File: src/rtl/eic_pkg.sv
// Constants, tables and types shared by the encoder configuration and status logic
// How it works
// - Third select high: first and second selects pick 10X to 32X.
// - Third select open: first and second selects pick 50X to 512X.
// - Index gate select picks 90, 180 or 360 degree index gating; open at 1X gives unavailable code 10.
// - All selects open enters serial mode; index select picks programming or output.
// - Serially programmed factor accepted from 1 up to 1024.
// - Frame is 16 bits: command bit, seven address bits, data byte.
// - Read frame has command zero; device returns the addressed byte.
// - Key 0xab at 0x10 unlocks, then 0x00 at 0x14 selects page zero.
// - Key 0xa1 written to 0x11 stores settings into program memory.
// - 11-bit factor: top three bits in 0x0b, low byte in 0x0c.
// - Two-bit width code in 0x0b: 00, 01, 11 valid; 10 unavailable.
// - Calibration request high at power-up starts autocalibration.
// - During calibration A+ and B+ report progress codes; I+ is held low.
// - Host releases request and cycles power to resume normal operation.
// - Calibration indicator blinks 500 ms, high when done, low on error.
// - Indicators low from power-up; operation indicator high once ready.
// - Fault indicator high at maximum light current, blinks on warning.
// - Off-scale fault forces A+ high, A- low, B+ high, B- low, I+ low, I- high.
// - Serial clock, data in, data out share B-, A- and I+ pins.
// - Outputs invalid until channel A or B first toggles.

package eic_pkg;

    // ----------------------------------------
    // Timing
    // ----------------------------------------
    localparam int CLK_HZ            = 25_000_000;
    localparam int BLINK_PERIOD_MS   = 500;
    localparam int BLINK_HALF_CYCLES = (BLINK_PERIOD_MS / 2) * (CLK_HZ / 1000);
    localparam logic [1:0] STRAP_WAIT = 2'h3;

    // ----------------------------------------
    // Three-level pin codes
    // ----------------------------------------
    localparam logic [1:0] LVL_LOW  = 2'h0;
    localparam logic [1:0] LVL_HIGH = 2'h1;
    localparam logic [1:0] LVL_OPEN = 2'h2;

    // ----------------------------------------
    // Register map and keys
    // ----------------------------------------
    localparam logic [6:0] REG_INTERP_HI = 7'h0b;
    localparam logic [6:0] REG_INTERP_LO = 7'h0c;
    localparam logic [6:0] REG_UNLOCK    = 7'h10;
    localparam logic [6:0] REG_COMMIT    = 7'h11;
    localparam logic [6:0] REG_PAGE      = 7'h14;
    localparam logic [7:0] UNLOCK_KEY    = 8'hab;
    localparam logic [7:0] COMMIT_KEY    = 8'ha1;
    localparam logic [7:0] PAGE_ZERO     = 8'h00;
    localparam int INTERP_HI_LSB = 0;
    localparam int WIDTH_LSB     = 3;

    // ----------------------------------------
    // Frame layout
    // ----------------------------------------
    localparam int CMD_BIT = 15;
    localparam logic [3:0] HDR_LAST   = 4'h7;
    localparam logic [3:0] FRAME_LAST = 4'hf;

    // ----------------------------------------
    // Factors, widths and reset values
    // ----------------------------------------
    localparam logic [10:0] INTERP_MIN = 11'h001;
    localparam logic [10:0] INTERP_MAX = 11'h400;
    localparam logic [1:0] IW_90  = 2'h0;
    localparam logic [1:0] IW_180 = 2'h1;
    localparam logic [1:0] IW_NA  = 2'h2;
    localparam logic [1:0] IW_360 = 2'h3;
    localparam logic [10:0] RST_INTERP = 11'h010;
    localparam logic [1:0]  RST_WIDTH  = 2'h0;
    localparam logic [10:0] PIN_FACTORS [27] = '{
        11'h001, 11'h002, 11'h003, 11'h004, 11'h005, 11'h006, 11'h007, 11'h008, 11'h009,
        11'h00a, 11'h00c, 11'h00e, 11'h00f, 11'h010, 11'h012, 11'h014, 11'h019, 11'h020,
        11'h032, 11'h040, 11'h050, 11'h064, 11'h080, 11'h0a0, 11'h100, 11'h200, 11'h000};

    // ----------------------------------------
    // Operating modes
    // ----------------------------------------
    typedef enum logic [3:0] {
        MODE_PIN  = 4'h1,
        MODE_PROG = 4'h2,
        MODE_SOUT = 4'h4,
        MODE_CAL  = 4'h8
    } eic_mode_t;

endpackage : eic_pkg

File: src/rtl/eic_sync.sv
// Two-stage synchroniser for inputs arriving from outside the clock domain
`timescale 1ns/10ps
`default_nettype none

module eic_sync #(
    parameter int WIDTH = 1
) (
    // Clock and reset
    input  wire logic             clk,
    input  wire logic             reset,
    // Data
    input  wire logic [WIDTH-1:0] d,
    output var  logic [WIDTH-1:0] q
);

    typedef struct packed {
        logic [WIDTH-1:0] s1;
        logic [WIDTH-1:0] s2;
    } eic_sync_t;

    eic_sync_t s_r;
    eic_sync_t s_nxt;

    // First stage feeds only the second stage
    always_comb begin
        s_nxt    = s_r;
        s_nxt.s1 = d;
        s_nxt.s2 = s_r.s1;
    end

    always_ff @(posedge clk) begin
        if (reset) begin
            s_r <= '0;
        end else begin
            s_r <= s_nxt;
        end
    end

    assign q = s_r.s2;

endmodule : eic_sync

`default_nettype wire

File: src/rtl/eic_top.sv
// Encoder select decode, serial configuration port, calibration and status outputs
`timescale 1ns/10ps
`default_nettype none

module eic_top
    import eic_pkg::*;
#(
    parameter int unsigned BLINK_HALF = BLINK_HALF_CYCLES
) (
    // Clock and reset
    input  wire logic        clk,
    input  wire logic        reset,
    // Three-level select pins and calibration request pin
    input  wire logic [1:0]  factor_pick_first,
    input  wire logic [1:0]  factor_pick_second,
    input  wire logic [1:0]  factor_pick_third,
    input  wire logic [1:0]  index_gate_pick,
    input  wire logic        cal_request,
    // Interpolator core and light source monitor
    input  wire logic        core_a,
    input  wire logic        core_b,
    input  wire logic        core_index,
    input  wire logic        light_max_current,
    input  wire logic        light_high_warning,
    // Calibration engine
    input  wire logic        cal_inc_done,
    input  wire logic        cal_index_done,
    input  wire logic        cal_error,
    output var  logic        cal_run,
    // Encoder pins
    output var  logic        quadrature_a_true,
    output var  logic        quadrature_a_comp_out,
    output var  logic        quadrature_a_comp_oe_n,
    input  wire logic        quadrature_a_comp_in,
    output var  logic        quadrature_b_true,
    output var  logic        quadrature_b_comp_out,
    output var  logic        quadrature_b_comp_oe_n,
    input  wire logic        quadrature_b_comp_in,
    output var  logic        index_true,
    output var  logic        index_comp,
    // Status indicators
    output var  logic        operation_indicator,
    output var  logic        calibration_indicator,
    output var  logic        light_source_fault,
    // Configuration to interpolator core
    output var  logic [10:0] interp_factor,
    output var  logic [1:0]  index_width,
    output var  logic        commit_strobe
);

    // ----------------------------------------
    // Synchronised inputs
    // ----------------------------------------
    localparam int BW = $clog2(BLINK_HALF + 1);
    localparam logic [BW-1:0] BLINK_LAST = BW'(BLINK_HALF - 1);

    logic [15:0] pins_s;
    logic [1:0]  factor_pick_first_s;
    logic [1:0]  factor_pick_second_s;
    logic [1:0]  factor_pick_third_s;
    logic [1:0]  isel_s;
    logic        cal_s;
    logic        sdin_s;
    logic        sclk_s;
    logic        a_s;
    logic        b_s;
    logic        i_s;
    logic        fmax_s;
    logic        fwarn_s;

    eic_sync #(
        .WIDTH (16)
    ) u_sync (
        .clk   (clk),
        .reset (reset),
        .d     ({factor_pick_first, factor_pick_second, factor_pick_third, index_gate_pick,
                 cal_request, quadrature_a_comp_in, quadrature_b_comp_in, core_a, core_b,
                 core_index, light_max_current, light_high_warning}),
        .q     (pins_s)
    );

    assign {factor_pick_first_s, factor_pick_second_s, factor_pick_third_s, isel_s, cal_s, sdin_s, sclk_s, a_s, b_s, i_s, fmax_s, fwarn_s} = pins_s;

    // ----------------------------------------
    // Decode helpers
    // ----------------------------------------
    // Undefined pin code 11 is read as open
    function automatic logic [1:0] lvl(input logic [1:0] x);
        return (x == 2'h3) ? LVL_OPEN : x;
    endfunction

    function automatic logic [4:0] pin_row(input logic [1:0] p1, input logic [1:0] p2, input logic [1:0] p3);
        logic [4:0] r;
        r = {3'h0, lvl(p1)} + 5'h03 * {3'h0, lvl(p2)} + 5'h09 * {3'h0, lvl(p3)};
        return r;
    endfunction

    function automatic logic [1:0] pin_width(input logic [1:0] p);
        unique case (lvl(p))
            LVL_LOW:  return IW_90;
            LVL_HIGH: return IW_180;
            default:  return IW_360;
        endcase
    endfunction

    function automatic logic [7:0] read_reg(input logic [6:0] a, input logic [10:0] f, input logic [1:0] w);
        logic [7:0] v;
        v = 8'h00;
        if (a == REG_INTERP_HI) begin
            v[INTERP_HI_LSB +: 3] = f[10:8];
            v[WIDTH_LSB +: 2]     = w;
        end else if (a == REG_INTERP_LO) begin
            v = f[7:0];
        end
        return v;
    endfunction

    // ----------------------------------------
    // State
    // ----------------------------------------
    typedef struct packed {
        eic_mode_t        mode;
        logic [1:0]       pwr_cnt;
        logic             strap_done;
        logic             cal_active;
        logic             sclk_prev;
        logic [3:0]       bitcnt;
        logic [15:0]      shift;
        logic             rd_active;
        logic [7:0]       rd_byte;
        logic             unlocked;
        logic [7:0]       page;
        logic [10:0]      sh_interp;
        logic [1:0]       sh_width;
        logic [10:0]      mem_interp;
        logic [1:0]       mem_width;
        logic             commit;
        logic             a_prev;
        logic             b_prev;
        logic             valid;
        logic [BW-1:0]    blink_cnt;
        logic             blink;
        logic             a_t;
        logic             a_n;
        logic             a_oe_n;
        logic             b_t;
        logic             b_n;
        logic             b_oe_n;
        logic             i_t;
        logic             i_n;
        logic             op_ind;
        logic             cal_ind;
        logic             fault_ind;
        logic [10:0]      interp;
        logic [1:0]       width;
        logic             cal_run;
    } eic_state_t;

    eic_state_t s_r;
    eic_state_t s_nxt;

    // ----------------------------------------
    // Next state
    // ----------------------------------------
    always_comb begin
        logic [15:0] frame;
        logic        rise;
        logic        fall;
        logic        reg_open;
        logic        cal_ok;
        frame    = {s_r.shift[14:0], sdin_s};
        rise     = sclk_s & ~s_r.sclk_prev;
        fall     = ~sclk_s & s_r.sclk_prev;
        reg_open = s_r.unlocked && (s_r.page == PAGE_ZERO);
        cal_ok   = cal_inc_done && cal_index_done && !cal_error;
        s_nxt    = s_r;
        s_nxt.sclk_prev = sclk_s;
        s_nxt.commit    = 1'b0;

        // Strap is caught only after the synchroniser has filled
        if (!s_r.strap_done) begin
            s_nxt.pwr_cnt = s_r.pwr_cnt + 2'h1;
            s_nxt.a_prev  = a_s;
            s_nxt.b_prev  = b_s;
            if (s_r.pwr_cnt == STRAP_WAIT) begin
                s_nxt.strap_done = 1'b1;
                s_nxt.cal_active = cal_s;
            end
        end

        // Calibration holds until power is cycled
        if (s_r.cal_active) begin
            s_nxt.mode = MODE_CAL;
        end else if (lvl(factor_pick_first_s) == LVL_OPEN && lvl(factor_pick_second_s) == LVL_OPEN && lvl(factor_pick_third_s) == LVL_OPEN) begin
            s_nxt.mode = (lvl(isel_s) == LVL_LOW) ? MODE_PROG : MODE_SOUT;
        end else begin
            s_nxt.mode = MODE_PIN;
        end

        // Serial engine, MSB first, sampled on rising serial clock
        if (s_r.mode == MODE_PROG) begin
            if (rise) begin
                s_nxt.shift  = frame;
                s_nxt.bitcnt = s_r.bitcnt + 4'h1;
                if (s_r.bitcnt == HDR_LAST) begin
                    s_nxt.rd_active = ~frame[7];
                    s_nxt.rd_byte   = read_reg(frame[6:0], s_r.sh_interp, s_r.sh_width);
                end
                if (s_r.bitcnt == FRAME_LAST) begin
                    s_nxt.bitcnt    = 4'h0;
                    s_nxt.rd_active = 1'b0;
                    if (frame[CMD_BIT]) begin
                        if (frame[14:8] == REG_UNLOCK) begin
                            s_nxt.unlocked = (frame[7:0] == UNLOCK_KEY);
                        end else if (frame[14:8] == REG_PAGE) begin
                            s_nxt.page = frame[7:0];
                        end else if (frame[14:8] == REG_INTERP_HI && reg_open) begin
                            s_nxt.sh_interp[10:8] = frame[INTERP_HI_LSB +: 3];
                            s_nxt.sh_width        = frame[WIDTH_LSB +: 2];
                        end else if (frame[14:8] == REG_INTERP_LO && reg_open) begin
                            s_nxt.sh_interp[7:0] = frame[7:0];
                        end else if (frame[14:8] == REG_COMMIT && reg_open && frame[7:0] == COMMIT_KEY
                                     && s_r.sh_interp >= INTERP_MIN && s_r.sh_interp <= INTERP_MAX
                                     && s_r.sh_width != IW_NA) begin
                            s_nxt.mem_interp = s_r.sh_interp;
                            s_nxt.mem_width  = s_r.sh_width;
                            s_nxt.commit     = 1'b1;
                        end
                    end
                end
            end
            if (fall && s_r.rd_active) begin
                s_nxt.i_t     = s_r.rd_byte[7];
                s_nxt.rd_byte = {s_r.rd_byte[6:0], 1'b0};
            end
        end else begin
            s_nxt.bitcnt    = 4'h0;
            s_nxt.rd_active = 1'b0;
        end

        // First channel toggle marks outputs valid
        if (s_r.strap_done && (a_s != s_r.a_prev || b_s != s_r.b_prev)) begin
            s_nxt.valid = 1'b1;
        end
        if (s_r.strap_done) begin
            s_nxt.a_prev = a_s;
            s_nxt.b_prev = b_s;
        end

        // Shared half-period divider for both blinking indicators
        if (s_r.blink_cnt == BLINK_LAST) begin
            s_nxt.blink_cnt = '0;
            s_nxt.blink     = ~s_r.blink;
        end else begin
            s_nxt.blink_cnt = s_r.blink_cnt + BW'(1);
        end

        // Active configuration
        if (s_r.mode == MODE_PIN) begin
            s_nxt.interp = PIN_FACTORS[pin_row(factor_pick_first_s, factor_pick_second_s, factor_pick_third_s)];
            s_nxt.width  = (lvl(factor_pick_third_s) == LVL_LOW && lvl(factor_pick_first_s) == LVL_LOW && lvl(factor_pick_second_s) == LVL_LOW
                            && lvl(isel_s) == LVL_OPEN) ? IW_NA : pin_width(isel_s);
        end else begin
            s_nxt.interp = s_r.mem_interp;
            s_nxt.width  = s_r.mem_width;
        end
        s_nxt.cal_run = s_r.cal_active && !cal_ok && !cal_error;

        // Pin drivers
        s_nxt.a_oe_n = 1'b0;
        s_nxt.b_oe_n = 1'b0;
        if (s_r.mode == MODE_CAL) begin
            s_nxt.a_t = cal_error || (cal_inc_done && !cal_index_done);
            s_nxt.b_t = cal_error || (cal_inc_done && cal_index_done);
            s_nxt.i_t = 1'b0;
            s_nxt.a_n = 1'b0;
            s_nxt.b_n = 1'b0;
            s_nxt.i_n = 1'b0;
        end else if (s_r.mode == MODE_PROG) begin
            // Complement pins become serial clock and data inputs
            s_nxt.a_oe_n = 1'b1;
            s_nxt.b_oe_n = 1'b1;
            s_nxt.a_t    = 1'b0;
            s_nxt.b_t    = 1'b0;
            s_nxt.i_n    = 1'b0;
            if (!s_r.rd_active && !fall) begin
                s_nxt.i_t = 1'b0;
            end
        end else if (fmax_s) begin
            s_nxt.a_t = 1'b1;
            s_nxt.a_n = 1'b0;
            s_nxt.b_t = 1'b1;
            s_nxt.b_n = 1'b0;
            s_nxt.i_t = 1'b0;
            s_nxt.i_n = 1'b1;
        end else if (!s_r.valid) begin
            s_nxt.a_t = 1'b0;
            s_nxt.a_n = 1'b0;
            s_nxt.b_t = 1'b0;
            s_nxt.b_n = 1'b0;
            s_nxt.i_t = 1'b0;
            s_nxt.i_n = 1'b0;
        end else begin
            s_nxt.a_t = a_s;
            s_nxt.a_n = ~a_s;
            s_nxt.b_t = b_s;
            s_nxt.b_n = ~b_s;
            s_nxt.i_t = i_s;
            s_nxt.i_n = ~i_s;
        end

        // Status indicators
        s_nxt.op_ind    = s_r.valid && !s_r.cal_active && !fmax_s && !fwarn_s;
        s_nxt.cal_ind   = s_r.cal_active && !cal_error && (cal_ok || s_r.blink);
        s_nxt.fault_ind = !s_r.cal_active && (fmax_s || (fwarn_s && s_r.blink));
    end

    always_ff @(posedge clk) begin
        if (reset) begin
            s_r            <= '0;
            s_r.mode       <= MODE_PIN;
            s_r.mem_interp <= RST_INTERP;
            s_r.mem_width  <= RST_WIDTH;
            s_r.interp     <= RST_INTERP;
            s_r.width      <= RST_WIDTH;
        end else begin
            s_r <= s_nxt;
        end
    end

    // ----------------------------------------
    // Outputs
    // ----------------------------------------
    assign quadrature_a_true      = s_r.a_t;
    assign quadrature_a_comp_out  = s_r.a_n;
    assign quadrature_a_comp_oe_n = s_r.a_oe_n;
    assign quadrature_b_true      = s_r.b_t;
    assign quadrature_b_comp_out  = s_r.b_n;
    assign quadrature_b_comp_oe_n = s_r.b_oe_n;
    assign index_true             = s_r.i_t;
    assign index_comp             = s_r.i_n;
    assign operation_indicator    = s_r.op_ind;
    assign calibration_indicator  = s_r.cal_ind;
    assign light_source_fault     = s_r.fault_ind;
    assign interp_factor          = s_r.interp;
    assign index_width            = s_r.width;
    assign commit_strobe          = s_r.commit;
    assign cal_run                = s_r.cal_run;
endmodule : eic_top

`default_nettype wire

File: config.mk
export PLATFORM = sky130hd
export DESIGN_NAME = eic_top
export DESIGN_NICKNAME = d
export VERILOG_FILES = /design/src/rtl/eic_pkg.sv /design/src/rtl/eic_sync.sv /design/src/rtl/eic_top.sv
export SDC_FILE = /design/constraint.sdc
export NUM_CORES = 1
export LEC_CHECK = 0
export ABC_AREA = 1
export BUFFER_PORTS_ARGS = -buffer_cell sky130_fd_sc_hd__buf_4
export CAP_MARGIN = 25
export CELL_PAD_IN_SITES_DETAIL_PLACEMENT = 1
export CELL_PAD_IN_SITES_GLOBAL_PLACEMENT = 2
export CORE_ASPECT_RATIO = 0.5
export CORE_MARGIN = 4
export CORE_UTILIZATION = 36
export CTS_BUF_LIST = sky130_fd_sc_hd__clkbuf_4 sky130_fd_sc_hd__clkbuf_8
export CTS_CLUSTER_DIAMETER = 100
export DETAILED_ROUTE_END_ITERATION = 12
export PLACE_DENSITY = 0.9
export SLEW_MARGIN = 20
export SYNTH_ARGS = -nofsm -noshare
export SYNTH_HDL_FRONTEND = slang
export SYNTH_SLANG_ARGS = --single-unit
File: constraint.sdc
create_clock -name clk -period 3.33 [get_ports clk]
set_input_delay 0.1665 -clock clk [delete_from_list [all_inputs] [get_ports clk]]
set_output_delay 0.1665 -clock clk [all_outputs]
set_load 0.01 [all_outputs]
==> impl_metrics.json, run 1 <==
{
  "via_per_inst": 4.79,
  "timing.final.max_slew_violations": 0,
  "ant_nets": 0,
  "grt.total_usage_pct": 16.7,
  "synth_nets": 962,
  "synthAdderAreaFrac_pct": 2.70,
  "yosys.area.top_type_share_pct": 45.5,
  "p_leak_nw": 3.20,
  "tightest_slew_ns": 0.796,
  "setup_tns_ns": 0,
  "relSlewSlack_pct": 46.5,
  "grt_pass1_vias": 6173,
  "drive_above_1_share_pct": 10.7,
  "clock_latency_ns": 0.45,
  "dieWidth_um": 203,
  "fin_crit_ns": 3.05,
  "final_cell_mix": "dfxtp_1 (156), nor2_1 (152), nand2_1 (132)",
  "skew_ns": 0.0155,
  "dp_hpwl_mm": 12.2,
  "grt_max_degree": 67,
  "ys.flop_type": "dfxtp_1",
  "ir_drop_v": 0.000229,
  "core.rowCount": 35,
  "fin_crit_sh_pct": 91.6,
  "routed_wl_mm": 17.2,
  "critPathArrivalTime_ns": 3.43,
  "final-seq-area_um2": 3120,
  "setup-violations-final": 0,
  "dr.pass1.iters": 4,
  "io_buffers": 46,
  "path_class": "flip-flop to flip-flop",
  "ys_ff_latch": 156,
  "gp_congestion": 0.820,
  "synth-async-reset-ratio_pct": 0,
  "yosysSeqAreaShare_pct": 45.5,
  "synth_top_family_by_area": "simple AND/OR/NAND/NOR gates",
  "startpoint_type": "flip-flop",
  "synth-edff-count": 0,
  "post_cts_buffers": 0,
  "path_clk_slew_ns": 0.09,
  "rsz0062_at_grt": "no",
  "holdCritPathClass": "primary input to flip-flop",
  "grt_pass1_wl_mm": 29.4,
  "syn_inst": 928,
  "nNetsFinal": 1004,
  "antenna_found_initial": 0,
  "dr.first_iter.drc_count": 204,
  "pre_cts_slack_ns": 0.293,
  "setup_ws_ns": 0.278,
  "status": "completed",
  "start_util_pct": 36.9,
  "cts.sinks": 156,
  "yosysWarnings": 0,
  "fp.coreArea_um2": 18600,
  "drc": 0,
  "synth_compound_area_share_pct": 13.4,
  "cts-htree-levels": 4,
  "worstPathMaxFanout": 10,
  "hold_viol_final": 0,
  "antenna_cells": 0,
  "tritoncts": "built",
  "multi_input_area_um2": 2930,
  "final_area_um2": 7850,
  "fmax_ghz": 0.328,
  "synth-xor-area-share_pct": 1.15,
  "layout_commonest_cell": "dfxtp_1",
  "clock_tree.buffer_depth": 2,
  "dpl_cell_area_um2": 7280,
  "reg2reg_depth": 14,
  "postCtsResizedCells": 0,
  "synth.distinct_cells": 42,
  "crit_required_ns": 3.71,
  "synthToLayoutAreaGrowth_pct": 14.4,
  "grt-ovfl-total": 0,
  "post_drt_wl_per_cell_um": 13.9,
  "cts_buffers": 17,
  "io_pins": 47,
  "rrSetupSlack_ns": 0.28,
  "synth-simple-area-share_pct": 25.5,
  "synth_area_leader_cell": "dfxtp_1",
  "die_y_um": 106,
  "fin_util_pct": 42.3,
  "vias": 5945,
  "synthTopCellsByArea": "dfxtp_1 (46%), nor2_1 (8.3%), nand2_1 (7.2%)",
  "die_area_um2": 21500,
  "endpoint_kind": "flip-flop",
  "drv_cap": 0,
  "cts_root_buf": "clkbuf_8",
  "fin_total_pwr_mw": 3.67,
  "fillers": 2347,
  "netlist_area_um2": 6860,
  "min_path_cells": 4,
  "synth.area.mux_share_pct": 0,
  "p_per_area_nw_per_um2": 468,
  "synth_area_per_cell_um2": 7.39
}
==> critical path, stage by stage, from the launching register on <==
cell	delay, ns
dfxtp_1	0.41
nor2_1	0.10
fa_1	0.48
inv_1	0.05
fa_1	0.41
fa_1	0.40
inv_1	0.08
nand2_1	0.06
nand2_1	0.16
clkinv_1	0.25
nand2_1	0.15
nor2_1	0.04
o21ai_0	0.16
nand3_1	0.09
a21oi_1	0.13
==> final cells by class <==
type / count / area share, %
Clock inverter: 10 / 1.32
Tap cell: 259 / 4.13
Clock buffer: 22 / 3.78
Multi-Input combinational cell: 590 / 37.4
Timing Repair Buffer: 68 / 7.05
Inverter: 137 / 6.55
Sequential cell: 156 / 39.8
==> flip-flops by register name, indices dropped and copies added, names as in the netlist, 2 cells and up <==
name	cells
s_r	99
u_sync.q	16
interp_factor	11
index_width	2
u_sync.s_nxt	16
==> final timing paths <==
| kind | startpoint | endpoint |
|---|---|---|
| worst max-delay path | u_sync.q[11] | interp_factor[2] |
| worst min-delay path | cal_index_done | quadrature_a_true |
| worst max register to register | u_sync.q[11] | interp_factor[2] |
| worst min register to register | u_sync.s_nxt[8] | u_sync.q[8] |
==> repair_timing <==
| item | CTS | global route |
|---|---|---|
| hold buffers | 17 | 0 |
| endpoints found under the setup margin | 0 | 0 |
| hold endpoints to repair | 17 | 0 |
==> cells in the mapped netlist, types with 2 or more instances <==
| cell | number |
|---|---|
| dfxtp_1 | 156 |
| nor2_1 | 152 |
| nand2_1 | 132 |
| inv_1 | 131 |
| a21oi_1 | 87 |
| o21ai_0 | 62 |
| nand3_1 | 53 |
| nor3_1 | 18 |
| buf_4 | 14 |
| clkbuf_1 | 14 |
| nand4_1 | 14 |
| ha_1 | 10 |
| o21a_1 | 9 |
| buf_6 | 8 |
| xor2_1 | 7 |
| buf_2 | 5 |
| o211ai_1 | 5 |
| buf_1 | 4 |
| inv_2 | 4 |
| nand3b_1 | 4 |
| fa_1 | 3 |
| nand2_2 | 3 |
| nand3_2 | 3 |
| nor2_4 | 3 |
| nor3_4 | 3 |
| a22oi_1 | 2 |
| clkinv_1 | 2 |
| nor3b_1 | 2 |
| nor4_1 | 2 |
| o22ai_1 | 2 |
| or2_2 | 2 |
| xnor2_1 | 2 |
==> where the power goes <==
group,total [mW],switching (mW),internal (mW)
Clock,1.46,0.766,0.693
Combinational,0.279,0.166,0.112
Sequential,1.93,0.0225,1.91
==> cells by family after synthesis <==
group           Yosys count
flops                   156
simple gates            396
compound gates          172
xor+xnor                  9
fa+ha+maj                13
buf+inv                 182
==> per-stage QoR <==
step                std cells  hold WS (ns)
floorplan                 928         0.245
global placement         1193         0.371
detailed placement       1193         0.376
CTS                      1242       0.00752
global route             1242        0.0370
finish                   1242        0.0378
==> per-layer routing <==
metal	wire, um	global-route usage, %	part of all wire [%]
met1	8290	21.4	48
met2	8240	28.4	48
met3	542	4.30	3.1
met5	0	0	0
met4	161	3.94	0.93
Power figures use the tool's default switching activity.
==> run 2, diff against run 1 <==
BUFFER_PORTS_ARGS = -buffer_cell sky130_fd_sc_hd__buf_2   (was -buffer_cell sky130_fd_sc_hd__buf_4)
CORE_MARGIN = default   (was 4)
PLACE_DENSITY = default   (was 0.9)
PLACE_DENSITY_LB_ADDON = 0.1   (was default)
==> impl_metrics.json, run 2 (synthesis results as in run 1) <==
{
  "endpoint_kind": "flip-flop",
  "hold_viol_final": 0,
  "rrSetupSlack_ns": 0.25,
  "grt.total_usage_pct": 18.6,
  "power_switching_share_pct": 23.5,
  "timing.final.max_slew_violations": 0,
  "dr.pass1.iters": 4,
  "drc": 0,
  "drv_cap": 0,
  "io_buffers": 46,
  "tritoncts": "built",
  "startpoint": "u_sync.q[11]",
  "via_per_inst": 4.75,
  "core.rowCount": 35,
  "cts_buffers": 17,
  "intPower_mw": 2.97,
  "crit_end": "interp_factor[2]",
  "path_class": "flip-flop to flip-flop",
  "crit_required_ns": 3.70,
  "drive_above_1_share_pct": 10.8,
  "gp_congestion": 0.838,
  "grt_max_degree": 56,
  "grt_pass1_wl_mm": 29.2,
  "fp.coreArea_um2": 18500,
  "nNetsFinal": 1003,
  "die_y_um": 99.6,
  "status": "completed",
  "p_per_area_nw_per_um2": 497,
  "grt_pass1_vias": 5943,
  "critPathArrivalTime_ns": 3.45,
  "clock_latency_ns": 0.45,
  "cts-htree-levels": 4,
  "ir_drop_v": 0.000253,
  "worstPathMaxFanout": 10,
  "fmax_ghz": 0.325,
  "setup_tns_ns": 0,
  "start_util_pct": 37.0,
  "startpoint_type": "flip-flop",
  "setup_ws_ns": 0.250,
  "seq_power_share_pct": 49.9,
  "fin_crit_ns": 3.08,
  "rsz0062_at_grt": "no",
  "setup-violations-final": 0,
  "tightest_slew_ns": 0.832,
  "io_pins": 47,
  "regToRegStartpoint": "u_sync.q[11]",
  "cts.sinks": 156,
  "reg2reg_depth": 14,
  "top_register": "s_r",
  "cts_root_buf": "clkbuf_8",
  "holdCritPathClass": "primary input to flip-flop",
  "clock_tree.buffer_depth": 2,
  "largest_reg_flops": 99,
  "dr.first_iter.drc_count": 197,
  "grt-ovfl-total": 0,
  "p_clk_share_pct": 43.4,
  "final_cell_mix": "dfxtp_1 (156), nor2_1 (152), nand2_1 (132)",
  "vias": 5894,
  "fin_crit_sh_pct": 92.5,
  "ant_nets": 0,
  "dieWidth_um": 197,
  "p_switching_mw": 0.911,
  "critPathBufInv": 3,
  "crit_chain": "nor2_1 -> fa_1 -> inv_1 -> fa_1 -> fa_1 -> inv_1 -> nand2_1 -> nand2_1 -> clkinvlp_4 -> nand2_1 -> nor2_1 -> o21ai_0 -> nand3_1 -> a21oi_1",
  "antenna_found_initial": 0,
  "skew_ns": 0.0118,
  "post_cts_buffers": 0,
  "synthToLayoutAreaGrowth_pct": 13.7,
  "p_leak_nw": 3.21,
  "die_area_um2": 19600,
  "pre_cts_slack_ns": 0.256,
  "crit_cells": 14,
  "cpLargestDelayFamily": "adder cells",
  "r2r_end": "interp_factor[2]",
  "path_clk_slew_ns": 0.08,
  "relSlewSlack_pct": 44.4,
  "critPathSlowestCell": "fa_1",
  "layout_commonest_cell": "dfxtp_1",
  "routed_wl_mm": 17.3,
  "antenna_cells": 0,
  "combPwrFrac_pct": 6.8,
  "critPathMaxStageDelay_ns": 0.49,
  "dp_hpwl_mm": 12.2,
  "post_drt_wl_per_cell_um": 13.9
}
==> run 2: cell count changes in the layout (fill, tap and decap cells not counted), sizes merged <==
cell / previous run / this run
buf: 51 / 50
bufinv: 1 / 5
clkinv: 6 / 4
clkinvlp: 1 / 2
inv: 139 / 136
==> run 2: area by class of cell <==
type                    instances  area (um^2)
clock buffers                  22          284
fillers                      2342        10700
flip-flops and latches        156         3120
well taps                     259          324
repair buffers                 67          430
clock inverters                10          185
inverters                     137          518
multi-input cells             590         2930
==> run 2: metal layers <==
layer  GRT usage (%)  routed length (um)  up-vias
met3            3.93                 363       13
met1            25.6                9220     2799
met5               0                   0        -
li1                -                   -     3033
met4            4.47                 118        0
met2            29.8                7610       49
==> run 2: power groups by stage <==
stage,Combinational [mW],Clock (mW),Sequential [mW]
2_1_floorplan,0.188,0,1.97
3_3_place_gp,0.245,0,1.98
3_5_place_dp,0.249,0,1.98
4_1_cts,0.265,1.74,1.93
5_1_grt,0.302,1.82,1.94
6_report,0.262,1.68,1.93
==> run 2: what timing repair did <==
action	in CTS	in global routing
setup endpoints to repair	0	2
hold buffers	17	0
gates resized for setup	0	1
hold endpoints to repair	17	0
==> run 2: per-stage QoR <==
| stage | cell area (um^2) | utilization, % | std cells | hold slack (ns) | power, mW |
|---|---|---|---|---|---|
| finish | 7800 | 42.1 | 1241 | 0.0548 | 3.88 |
| global route | 7800 | 42.1 | 1241 | 0.0480 | 4.06 |
| detailed placement | 7150 | 38.6 | 1192 | 0.376 | 2.23 |
| global placement | 7150 | 38.6 | 1192 | 0.366 | 2.22 |
| CTS | 7790 | 42.1 | 1241 | 0.0219 | 3.94 |
| floorplan | 6860 | - | 928 | 0.245 | 2.16 |
==> run 2: worst min-delay path by stage <==
stage               cells after the start  slack, ns                     to                  from
finish                                  4       0.05      quadrature_a_true        cal_index_done
global route                            4       0.05      quadrature_a_true        cal_index_done
CTS                                     4       0.02      quadrature_a_true        cal_index_done
detailed placement                      3       0.38        u_sync.s_nxt[6]  quadrature_a_comp_in
global placement                        3       0.37        u_sync.s_nxt[4]                core_a
floorplan                               1       0.24  calibration_indicator             cal_error
==> run 2: tightest hold or removal path, stage by stage <==
cell and delay, ns:
buf_2 0.09, o21ai_0 0.07, nand2_1 0.07, a21oi_1 0.06
==> run 3, diff against run 2 <==
ABC_AREA = 0   (was 1)
CORE_UTILIZATION = 39   (was 36)
==> impl_metrics.json, run 3 <==
{
  "synthToLayoutAreaGrowth_pct": 14.1,
  "synth_area_leader_cell": "dfxtp_1",
  "yosysWarnings": 0,
  "yosys.area.top_type_share_pct": 47.1,
  "path_class": "flip-flop to flip-flop",
  "critPathArrivalTime_ns": 3.47,
  "dr.first_iter.drc_count": 263,
  "nNetsFinal": 812,
  "crit_required_ns": 3.70,
  "power_switching_share_pct": 25.9,
  "top_register": "s_r",
  "io_buffers": 46,
  "pre_cts_slack_ns": 0.136,
  "antenna_cells": 0,
  "grt-ovfl-total": 0,
  "yosysSeqAreaShare_pct": 47.1,
  "synth-edff-count": 0,
  "syn_inst": 729,
  "final_cell_mix": "dfxtp_1 (156), nor2_1 (87), nand2_1 (68)",
  "die_area_um2": 17500,
  "setup_ws_ns": 0.225,
  "drv_cap": 0,
  "synth_most_common_cell": "dfxtp_1",
  "tritoncts": "built",
  "grt_max_degree": 79,
  "p_switching_mw": 0.931,
  "holdCritPathClass": "primary input to flip-flop",
  "clock_tree.buffer_depth": 2,
  "dieWidth_um": 186,
  "routed_wl_mm": 16.2,
  "dr.pass1.iters": 5,
  "drive_above_1_share_pct": 13.8,
  "clock_latency_ns": 0.45,
  "timing.final.max_slew_violations": 0,
  "dp_hpwl_mm": 11.2,
  "p_per_area_nw_per_um2": 475,
  "fp.coreArea_um2": 16500,
  "cts_root_buf": "clkbuf_8",
  "synth_area_per_cell_um2": 9.09,
  "fmax_ghz": 0.322,
  "setup_tns_ns": 0,
  "fin_crit_ns": 3.10,
  "intPower_mw": 2.66,
  "grt_pass1_vias": 5239,
  "worstPathMaxFanout": 7,
  "post_drt_wl_per_cell_um": 15.9,
  "largest_reg_flops": 99,
  "fin_crit_sh_pct": 93.2,
  "rsz0062_at_grt": "no",
  "cts.sinks": 156,
  "p_clk_share_pct": 39.6,
  "ys_top_cells_by_count": "dfxtp_1 (156), nor2_1 (87), nand2_1 (68)",
  "p_leak_nw": 2.82,
  "grt.total_usage_pct": 19.5,
  "ant_nets": 0,
  "seq_power_share_pct": 53.8,
  "post_cts_buffers": 0,
  "synthTopCellsByArea": "dfxtp_1 (47%), nor2_1 (4.9%), nor2b_1 (4.3%)",
  "via_per_inst": 5.14,
  "synth_nets": 763,
  "gp_congestion": 0.851,
  "antenna_found_initial": 0,
  "tightest_slew_ns": 0.989,
  "core.rowCount": 33,
  "setup-violations-final": 0,
  "start_util_pct": 40.2,
  "relSlewSlack_pct": 33.9,
  "vias": 5235,
  "die_y_um": 94.2,
  "ir_drop_v": 0.000248,
  "ys.flop_type": "dfxtp_1",
  "drc": 0,
  "layout_commonest_cell": "dfxtp_1",
  "netlist_area_um2": 6620,
  "ys_ff_latch": 156,
  "synth-async-reset-ratio_pct": 0,
  "startpoint_type": "flip-flop",
  "synth.distinct_cells": 66,
  "status": "completed",
  "cts_buffers": 17,
  "path_clk_slew_ns": 0.09,
  "grt_pass1_wl_mm": 26.9,
  "hold_viol_final": 0,
  "cts-htree-levels": 4,
  "skew_ns": 0.0111,
  "combPwrFrac_pct": 6.6,
  "endpoint_kind": "flip-flop",
  "io_pins": 47
}
run 3: cell types whose count changed after synthesis, sizes merged, moves of 15 or more:
cell,change
a21oi,-36
clkbuf,+15
inv,-120
mux2i,+23
nand2,-67
nand3,-47
nor2,-69
nor2b,+45
o21ai,-36
xnor2,+19
run 3: worst max-delay path: stages, from the launching register on:
cell and delay [ns]:
dfxtp_1 0.38, nor2b_1 0.08, fa_1 0.50, inv_1 0.05, fa_1 0.44, fa_2 0.62
inv_1 0.14, ha_1 0.24, nand2b_1 0.15, a21oi_1 0.14, nor4_1 0.07, nor4_1 0.22
run 3: layout make-up:
class / instances / area, um^2
Fill cell: 1920 / 8920
Multi-Input combinational cell: 509 / 3170
Sequential cell: 156 / 3120
Timing Repair Buffer: 79 / 531
Tap cell: 227 / 284
Clock buffer: 19 / 262
Clock inverter: 13 / 128
Inverter: 15 / 56.3
run 3: through the flow:
step	utilization, %	cell area [um^2]	hold WS, ns	cells	total power [mW]
final	45.9	7560	0.128	1018	3.59
after global routing	45.9	7560	0.129	1018	3.76
after CTS	45.9	7550	0.103	1018	3.64
after detailed placement	42.3	6970	0.383	966	2.20
after global placement	42.3	6970	0.375	966	2.19
after floorplan	-	6620	0.250	729	2.13
run 3: per-layer routing:
metal | vias up | track usage [%] | wire length, um
met5 | - | 0 | 0
met4 | 0 | 5.72 | 144
met3 | 11 | 4.93 | 441
met2 | 62 | 32.1 | 7270
met1 | 2543 | 25.2 | 8350
li1 | 2619 | - | -
run 3: cell families (layout without fill, tap and decap cells):
| logic type | count (synthesis) | after routing | share of synthesized area, % |
|---|---|---|---|
| and+or+nand+nor | 316 | 316 | 25.9 |
| AOI/OAI and AO/OA | 126 | 126 | 11.6 |
| buffers and inverters | 64 | 126 | 4.97 |
| xor gates and xnor gates | 31 | 31 | 4.10 |
| muxes | 23 | 23 | 3.48 |
| DFF | 156 | 156 | 47.1 |
| adders and majority gates | 13 | 13 | 2.80 |
run 3: worst paths after layout:
path	slack, ns	end	cells after the start	start
setup reg to reg	0.23	interp_factor[2]	11	u_sync.q[13]
hold / removal	0.13	u_sync.s_nxt[2]	2	reset
hold reg to reg	0.44	operation_indicator	1	u_sync.q[0]
setup / recovery	0.23	interp_factor[2]	11	u_sync.q[13]
run 3: what timing repair did:
action | in CTS | in global routing
endpoints found under the hold margin | 18 | 0
endpoints found under the setup margin | 0 | 1
resized for setup | 0 | 1
hold buffers | 20 | 0
run 3: power groups by stage:
stage               registers, mW  clock network [mW]  logic [mW]
floorplan                    1.97                   0       0.167
global placement             1.97                   0       0.218
detailed placement           1.97                   0       0.222
CTS                          1.93                1.47       0.239
global route                 1.94                1.55       0.267
finish                       1.93                1.42       0.237
